`src/common/lecs_pkg.sv`:
```
// What this block does
// - lane 0 count bits 11:8 at 0x19
// - lane 1 count low 0x1a, high 0x1b
// - lane 2 count low 0x1c, high 0x1d
// - lane 3 count low 0x1e, high 0x1f
// - power-down flag at 0x20 bit 7
// - standby flag at 0x20 bit 6
// - three-bit code selects counted error source
// - counter-clear rising edge zeroes all counters
// - per-lane enable bits gate counting
package lecs_pkg;

    // ----------------------------------------------------------------
    // sizes
    // ----------------------------------------------------------------
    localparam int LANES = 4;
    localparam int CNT_W = 12;
    localparam int NUM_SRC = 5;
    localparam int HIGH_LSB = 8;

    // ----------------------------------------------------------------
    // register offsets
    // ----------------------------------------------------------------
    localparam logic [7:0] OFS_CLEAR_CTL = 8'h15;
    localparam logic [7:0] OFS_CHECK_CTL = 8'h16;
    localparam logic [7:0] OFS_L0_HIGH = 8'h19;
    localparam logic [7:0] OFS_L1_LOW = 8'h1a;
    localparam logic [7:0] OFS_L1_HIGH = 8'h1b;
    localparam logic [7:0] OFS_L2_LOW = 8'h1c;
    localparam logic [7:0] OFS_L2_HIGH = 8'h1d;
    localparam logic [7:0] OFS_L3_LOW = 8'h1e;
    localparam logic [7:0] OFS_L3_HIGH = 8'h1f;
    localparam logic [7:0] OFS_POWER = 8'h20;

    // ----------------------------------------------------------------
    // field positions and reset values
    // ----------------------------------------------------------------
    localparam int POS_PWR_DOWN = 7;
    localparam int POS_STANDBY = 6;
    localparam int POS_CLEAR = 4;
    localparam int POS_ENABLE = 4;
    localparam int POS_SELECT = 0;
    localparam logic [3:0] RST_ENABLE = 4'h0;
    localparam logic [2:0] RST_SELECT = 3'h0;

    // ----------------------------------------------------------------
    // error sources and serial port states
    // ----------------------------------------------------------------
    typedef enum logic [2:0] {
        SRC_DATA = 3'h0,
        SRC_BUFFER = 3'h1,
        SRC_OVERFLOW = 3'h2,
        SRC_UNDERFLOW = 3'h3,
        SRC_DESKEW = 3'h4
    } lecs_src_e;

    typedef enum logic [2:0] {
        ST_IDLE = 3'h0,
        ST_ADDR = 3'h1,
        ST_WRITE = 3'h2,
        ST_ACK_OUT = 3'h3,
        ST_READ = 3'h4,
        ST_ACK_IN = 3'h5
    } lecs_state_e;

endpackage

```
`src/common/lecs_cnt_if.sv`:
```
`timescale 1ns/10ps
interface lecs_cnt_if #(
    parameter int LANES = 4,
    parameter int CNT_W = 12
);
    logic [LANES-1:0] enable;
    logic [2:0] select;
    logic clearPulse;
    logic [CNT_W-1:0] count [LANES];

    modport ctrl (output enable, output select, output clearPulse, input count);
    modport bank (input enable, input select, input clearPulse, output count);
endinterface

```
`src/verilog/lecs_lane_counters.sv`:
```
`timescale 1ns/10ps
module lecs_lane_counters #(
    parameter int LANES = 4,
    parameter int CNT_W = 12,
    parameter int NUM_SRC = 5
) (
    input wire logic clk,
    input wire logic srst,
    input wire logic [LANES*NUM_SRC-1:0] laneEvents,
    lecs_cnt_if.bank bus
);

    // ----------------------------------------------------------------
    // one saturating counter per lane
    // ----------------------------------------------------------------
    for (genvar l = 0; l < LANES; l++) begin : g_lane
        logic [CNT_W-1:0] count;
        logic [CNT_W-1:0] next_count;
        logic hit;

        always_comb begin
            hit = 1'b0;
            // reserved codes count nothing
            if (bus.select <= lecs_pkg::SRC_DESKEW) begin
                hit = laneEvents[l*NUM_SRC + int'(bus.select)];
            end
            next_count = count;
            if (bus.clearPulse) begin
                next_count = '0;
            end else if (bus.enable[l] && hit && count != {CNT_W{1'b1}}) begin
                next_count = count + 1'b1;
            end
        end

        always_ff @(posedge clk) begin
            if (srst) begin
                count <= '0;
            end else begin
                count <= next_count;
            end
        end

        assign bus.count[l] = count;
    end

endmodule

```
`src/verilog/lecs_status_regs.sv`:
```
`timescale 1ns/10ps
module lecs_status_regs #(
    parameter logic [6:0] DEV_ADDR = 7'h2c
) (
    input wire logic clk,
    input wire logic srst,
    input wire logic scl,
    input wire logic sdaIn,
    output logic sdaOut,
    output logic sdaOe,
    input wire logic [lecs_pkg::LANES*lecs_pkg::NUM_SRC-1:0] laneEvents,
    input wire logic poweredDownIn,
    input wire logic standbyIn
);

    localparam int CW = lecs_pkg::CNT_W;
    localparam int HL = lecs_pkg::HIGH_LSB;

    lecs_cnt_if #(.LANES(lecs_pkg::LANES), .CNT_W(CW)) cntBus ();

    lecs_lane_counters #(
        .LANES(lecs_pkg::LANES),
        .CNT_W(CW),
        .NUM_SRC(lecs_pkg::NUM_SRC)
    ) u_counters (
        .clk(clk),
        .srst(srst),
        .laneEvents(laneEvents),
        .bus(cntBus.bank)
    );

    // ----------------------------------------------------------------
    // pin synchronisers
    // ----------------------------------------------------------------
    logic sclMeta, sclSync, sclPrev;
    logic sdaMeta, sdaSync, sdaPrev;

    always_ff @(posedge clk) begin
        if (srst) begin
            sclMeta <= 1'b1;
            sclSync <= 1'b1;
            sclPrev <= 1'b1;
            sdaMeta <= 1'b1;
            sdaSync <= 1'b1;
            sdaPrev <= 1'b1;
        end else begin
            sclMeta <= scl;
            sclSync <= sclMeta;
            sclPrev <= sclSync;
            sdaMeta <= sdaIn;
            sdaSync <= sdaMeta;
            sdaPrev <= sdaSync;
        end
    end

    // ----------------------------------------------------------------
    // state
    // ----------------------------------------------------------------
    lecs_pkg::lecs_state_e state, next_state;
    logic [7:0] shift, next_shift;
    logic [3:0] bitCnt, next_bitCnt;
    logic [7:0] ptr, next_ptr;
    logic isRead, next_isRead;
    logic firstByte, next_firstByte;
    logic oe, next_oe;
    logic clearCtl, next_clearCtl;
    logic clearPulse, next_clearPulse;
    logic [3:0] enable, next_enable;
    logic [2:0] select, next_select;
    logic powerDown, standby;
    logic [CW-1:0] laneCount [lecs_pkg::LANES];

    assign laneCount = cntBus.count;
    assign cntBus.enable = enable;
    assign cntBus.select = select;
    assign cntBus.clearPulse = clearPulse;

    // ----------------------------------------------------------------
    // read decode
    // ----------------------------------------------------------------
    function automatic logic [7:0] readReg(input logic [7:0] a);
        logic [7:0] r;
        r = 8'h00;
        if (a == lecs_pkg::OFS_L0_HIGH) begin
            r[CW-HL-1:0] = laneCount[0][CW-1:HL];
        end else if (a == lecs_pkg::OFS_L1_LOW) begin
            r = laneCount[1][HL-1:0];
        end else if (a == lecs_pkg::OFS_L1_HIGH) begin
            r[CW-HL-1:0] = laneCount[1][CW-1:HL];
        end else if (a == lecs_pkg::OFS_L2_LOW) begin
            r = laneCount[2][HL-1:0];
        end else if (a == lecs_pkg::OFS_L2_HIGH) begin
            r[CW-HL-1:0] = laneCount[2][CW-1:HL];
        end else if (a == lecs_pkg::OFS_L3_LOW) begin
            r = laneCount[3][HL-1:0];
        end else if (a == lecs_pkg::OFS_L3_HIGH) begin
            r[CW-HL-1:0] = laneCount[3][CW-1:HL];
        end else if (a == lecs_pkg::OFS_POWER) begin
            r[lecs_pkg::POS_PWR_DOWN] = powerDown;
            r[lecs_pkg::POS_STANDBY] = standby;
        end else if (a == lecs_pkg::OFS_CLEAR_CTL) begin
            r[lecs_pkg::POS_CLEAR] = clearCtl;
        end else if (a == lecs_pkg::OFS_CHECK_CTL) begin
            r[lecs_pkg::POS_ENABLE +: 4] = enable;
            r[lecs_pkg::POS_SELECT +: 3] = select;
        end
        return r;
    endfunction

    // ----------------------------------------------------------------
    // next values
    // ----------------------------------------------------------------
    logic sclRise, sclFall, startCond, stopCond;
    logic [7:0] rdByte;

    always_comb begin
        sclRise = sclSync & ~sclPrev;
        sclFall = ~sclSync & sclPrev;
        startCond = sclSync & sclPrev & sdaPrev & ~sdaSync;
        stopCond = sclSync & sclPrev & ~sdaPrev & sdaSync;
        rdByte = readReg(ptr);
        next_state = state;
        next_shift = shift;
        next_bitCnt = bitCnt;
        next_ptr = ptr;
        next_isRead = isRead;
        next_firstByte = firstByte;
        next_oe = oe;
        next_enable = enable;
        next_select = select;
        next_clearPulse = 1'b0;
        // the clear bit drops by itself once its pulse has gone out
        next_clearCtl = clearPulse ? 1'b0 : clearCtl;
        if (startCond) begin
            next_state = lecs_pkg::ST_ADDR;
            next_bitCnt = 4'h0;
            next_oe = 1'b0;
        end else if (stopCond) begin
            next_state = lecs_pkg::ST_IDLE;
            next_oe = 1'b0;
        end else if (sclRise) begin
            case (state)
                lecs_pkg::ST_ADDR, lecs_pkg::ST_WRITE: begin
                    next_shift = {shift[6:0], sdaSync};
                    next_bitCnt = bitCnt + 4'h1;
                end
                lecs_pkg::ST_ACK_IN: begin
                    // master not-acknowledge ends the read
                    if (sdaSync) begin
                        next_state = lecs_pkg::ST_IDLE;
                    end
                end
                default: begin
                end
            endcase
        end else if (sclFall) begin
            case (state)
                lecs_pkg::ST_ADDR: begin
                    if (bitCnt == 4'h8) begin
                        if (shift[7:1] == DEV_ADDR) begin
                            next_state = lecs_pkg::ST_ACK_OUT;
                            next_isRead = shift[0];
                            next_firstByte = 1'b1;
                            next_oe = 1'b1;
                        end else begin
                            next_state = lecs_pkg::ST_IDLE;
                        end
                    end
                end
                lecs_pkg::ST_WRITE: begin
                    if (bitCnt == 4'h8) begin
                        next_state = lecs_pkg::ST_ACK_OUT;
                        next_oe = 1'b1;
                        next_firstByte = 1'b0;
                        if (firstByte) begin
                            next_ptr = shift;
                        end else begin
                            next_ptr = ptr + 8'h01;
                            // status registers take no writes
                            if (ptr == lecs_pkg::OFS_CLEAR_CTL) begin
                                next_clearCtl = shift[lecs_pkg::POS_CLEAR];
                                // only a 0 to 1 change fires the clear
                                next_clearPulse = shift[lecs_pkg::POS_CLEAR] & ~clearCtl;
                            end else if (ptr == lecs_pkg::OFS_CHECK_CTL) begin
                                next_enable = shift[lecs_pkg::POS_ENABLE +: 4];
                                next_select = shift[lecs_pkg::POS_SELECT +: 3];
                            end
                        end
                    end
                end
                lecs_pkg::ST_ACK_OUT, lecs_pkg::ST_ACK_IN: begin
                    if (state == lecs_pkg::ST_ACK_OUT && !isRead) begin
                        next_state = lecs_pkg::ST_WRITE;
                        next_bitCnt = 4'h0;
                        next_oe = 1'b0;
                    end else begin
                        next_state = lecs_pkg::ST_READ;
                        next_oe = ~rdByte[7];
                        next_shift = {rdByte[6:0], 1'b0};
                        next_bitCnt = 4'h1;
                        next_ptr = ptr + 8'h01;
                    end
                end
                lecs_pkg::ST_READ: begin
                    if (bitCnt == 4'h8) begin
                        next_state = lecs_pkg::ST_ACK_IN;
                        next_oe = 1'b0;
                    end else begin
                        next_oe = ~shift[7];
                        next_shift = {shift[6:0], 1'b0};
                        next_bitCnt = bitCnt + 4'h1;
                    end
                end
                default: begin
                end
            endcase
        end
    end

    // ----------------------------------------------------------------
    // registers
    // ----------------------------------------------------------------
    always_ff @(posedge clk) begin
        if (srst) begin
            state <= lecs_pkg::ST_IDLE;
            shift <= 8'h00;
            bitCnt <= 4'h0;
            ptr <= 8'h00;
            isRead <= 1'b0;
            firstByte <= 1'b0;
            oe <= 1'b0;
            clearCtl <= 1'b0;
            clearPulse <= 1'b0;
            enable <= lecs_pkg::RST_ENABLE;
            select <= lecs_pkg::RST_SELECT;
            powerDown <= 1'b0;
            standby <= 1'b0;
            sdaOut <= 1'b0;
            sdaOe <= 1'b0;
        end else begin
            state <= next_state;
            shift <= next_shift;
            bitCnt <= next_bitCnt;
            ptr <= next_ptr;
            isRead <= next_isRead;
            firstByte <= next_firstByte;
            oe <= next_oe;
            clearCtl <= next_clearCtl;
            clearPulse <= next_clearPulse;
            enable <= next_enable;
            select <= next_select;
            powerDown <= poweredDownIn;
            standby <= standbyIn;
            sdaOut <= 1'b0;
            sdaOe <= next_oe;
        end
    end

endmodule
```
`config.mk`:
```
export PLATFORM = sky130hd
export DESIGN_NAME = lecs_status_regs
export DESIGN_NICKNAME = d
export VERILOG_FILES = /design/src/common/lecs_pkg.sv /design/src/common/lecs_cnt_if.sv /design/src/verilog/lecs_lane_counters.sv /design/src/verilog/lecs_status_regs.sv
export SDC_FILE = /design/constraint.sdc
export NUM_CORES = 1
export LEC_CHECK = 0
export CORE_AREA = 2 2 113 115
export DETAILED_ROUTE_END_ITERATION = 12
export DIE_AREA = 0 0 115 117
export DONT_BUFFER_PORTS = 1
export GPL_TIMING_DRIVEN = 0
export SLEW_MARGIN = 20
export SYNTH_ARGS = -nofsm -noshare
export SYNTH_HDL_FRONTEND = slang
export SYNTH_HIERARCHICAL = 1
export SYNTH_SLANG_ARGS = --single-unit
```
`constraint.sdc`:
```
create_clock -name clk -period 3.9 [get_ports clk]
set_input_delay 0.195 -clock clk [delete_from_list [all_inputs] [get_ports clk]]
set_output_delay 0.195 -clock clk [all_outputs]
set_load 0.1 [all_outputs]
```
==> metrics.md <==
| Metric | Value |
|---|---|
| Reg clk slew, reported paths | 60 ps |
| Total GRT Usage | 24.2% |
| Adder-Cell Fraction of Synth Area | 4.14% |
| Routed wire per std cell | 17.9 µm |
| Global routing usage on met3 | 4.63% |
| N_diodes | 0 |
| Die area | 13500 µm² |
| Chip Height | 117 µm |
| Row cnt | 41 |
| Simple-gate portion of the synthesized area | 29.1% |
| Prevailing post-synth register cell | dfxtp_1 |
| Share of layout cells above drive strength 1 | 9.25% |
| Hold Buf Count CTS | 4 |
| Nets@finish | 787 |
| Initial DRT Pass Iterations | 5 |
| Post_cts resized | 0 |
| Register bit total from synthesis | 91 |
| Initial antenna violation count | 0 |
| Endpoints failing setup | 0 |
| F_max | 332 MHz |
| CTS tree | done |
| First-pass GRT wire length | 25.5 mm |
| Multi-input gate area | 3930 µm² |
| Mapped cell area | 6040 µm² |
| I/O pin total | 28 |
| Post-layout min period | 3010 ps |
| Initial core utilization | 49.0% |
| Vias in the first global route | 5013 |
| Syn_nets | 772 |
| Lkg Pwr | 2.21 nW |
| M2 GR Usage | 37.9% |
| Total power | 1.85 mW |
| Fill count | 1199 |
| CTS buffer count | 9 |
| Fin crit share | 77.3% |
| Max Root-Sink Buffers | 2 |
| CTS Sinks | 91 |
| Worst vdd ir | 0.000158 V |
| RSZ-0062 raised after global routing | no |
| Final WL | 16.0 mm |
| Residual DRC | 0 |
| Pre-CTS setup slack | 903 ps |
| Largest family of logic cells by synthesized area | simple AND/OR/NAND/NOR gates |
| Final core occ | 53.2% |
| Xor-xnor portion of the synthesized cell area | 4.06% |
| Clock Skews | 12.0 ps |
| Via Count | 5498 |
| Max-slew violations | 0 |
| I/O Buffers | 0 |
| Number of max-cap violations | 0 |
| Startpoint types | register |
| Worst-Skew Late Latency | 350 ps |
| Run status | finished clean |
| Gr busiest metal | met2 |
| Post-route ant nets | 0 |
| Area Growth Syn to Fin | 8.45% |
| Seq/Total Area, Yosys | 30.2% |
| CTS Root Cell | clkbuf_16 |
| Slew HR | 33.8% |
| Fin. Hold Viols | 0 |
| Initial DRC Count | 327 |
| Critical path class | reg -> reg |
| Post-CTS Setup Repair Bufs | 0 |
| Crit path max fanout | 11 |
| Arr. time, crit path | 3220 ps |
| Mux cell area share after synthesis | 8.91% |
| Setup TNS | 0 ps |
| GR Util met1 | 32.7% |
| Min-Delay Path Class | in -> reg |
| Worst Tran Pin Value | 992 ps |
| Power Density | 282 nW/µm² |
| Core Area | 12300 µm² |
| Worst setup margin | 887 ps |
| Syn Area/Cell | 8.32 µm² |
| Post-synthesis compound-gate area fraction | 18.8% |
| FF+latch area | 1820 µm² |
| Number of enable flip-flop cells after synthesis | 0 |
| Post-synthesis cell type count | 88 |
| RePlAce Congestion | 0.867 |
| Share of flip-flops with an asynchronous set or reset | 0% |
| Vias per inst | 6.14 |
| Final non-filler cell area | 6550 µm² |
| Largest net degree at the start of global routing | 15 |
| Worst EP required | 4110 ps |
| Grt ovf | 0 |
| Instance area after placement | 6230 µm² |
| Syn Inst Count | 726 |
| Nature of the critical path endpoint | register |
| Synth warn | 6 |
| Dpl hpwl | 11.8 mm |
| CTS H-Tree Depth | 3 |
| Die Span X | 115 µm |
## flip-flops by register name (all words and copies together) (netlist names), 3 cells and up
| name | count |
|---|---|
| shift | 8 |
| u_counters/g_lane.count | 48 |
| bitCnt | 4 |
| cntBus.enable | 4 |
| ptr | 8 |
| cntBus.select | 3 |
| state | 3 |
## cells in the final DEF, fill, tap and decap left out, types with 12 or more instances in the layout
cell,count
and3_1,18
nand3_1,31
nand4_1,14
mux2i_1,26
o21ai_0,22
inv_1,21
xnor2_1,22
nand2_1,59
a21oi_1,44
nor3_1,25
nor2_1,89
clkbuf_1,27
ha_1,20
nand2b_1,12
dfxtp_1,91
## layout make-up
type,instances,share of cell area [%]
Multi-Input combinational cell,575,60.0
Sequential cell,91,27.8
Clock buffer,13,3.97
Buffer,38,3.13
Tap cell,150,2.87
Inverter,22,1.26
Timing Repair Buffer,4,0.611
Clock inverter,3,0.344
## critical path, cell delays in order, from the launching register on
cell	delay (ps)
dfxtp_1	650
inv_1	190
ha_1	440
buf_4	240
mux2i_1	220
nand2_1	80
a311oi_2	410
o31ai_4	180
buf_4	210
mux2i_1	190
nor3_2	50
## cells in the mapped netlist, drive strengths merged, types with 15 or more instances
library cell / n / share of area (%)
dfxtp: 91 / 30
nor2: 89 / 5.5
nand2: 59 / 3.7
a21oi: 46 / 3.9
nand3: 31 / 2.6
mux2i: 27 / 4.7
o21ai: 27 / 2.5
nor3: 26 / 2.2
clkbuf: 25 / 1.6
inv: 22 / 1.4
xnor2: 22 / 3.2
ha: 20 / 4.1
and3: 18 / 1.9
nand4: 15 / 1.7
## path summary, 6_finish.rpt
| kind | start | end | slack, ps | cells past startpoint |
|---|---|---|---|---|
| hold reg to reg | sclMeta | sclSync | 410 | 1 |
| setup reg to reg | cntBus.select[1] | u_counters/g_lane[3].count[10] | 890 | 10 |
| hold / removal | srst | u_counters/g_lane[1].count[8] | 20 | 2 |
| setup / recovery | cntBus.select[1] | u_counters/g_lane[3].count[10] | 890 | 10 |
## layer usage
metal / routed length, µm / vias to the layer above
li1: - / 2694
met1: 7400 / 2625
met2: 7300 / 152
met3: 875 / 27
met4: 434 / 0
met5: 0 / -
## per-stage QoR
step | instances | hold WS [ps]
5_1_grt | 896 | 16.7
4_1_cts | 896 | 7.80
6_report | 896 | 19.9
3_3_place_gp | 876 | 300
2_1_floorplan | 726 | 299
3_5_place_dp | 876 | 302
## cells by family after synthesis
family,Yosys count
adder cells (fa/ha/maj),20
AO/OA/AOI/OAI,154
other,1
buffers and inverters,60
flip-flops,91
XOR/XNOR,28
multiplexers,39
AND/OR/NAND/NOR,333
## power by group
group | internal [mW] | switching (mW)
Sequential | 0.933 | 0.00329
Combinational | 0.0270 | 0.0446
Clock | 0.469 | 0.369
Total | 1.43 | 0.417
Note: power is estimated with default switching activity, not from simulation.
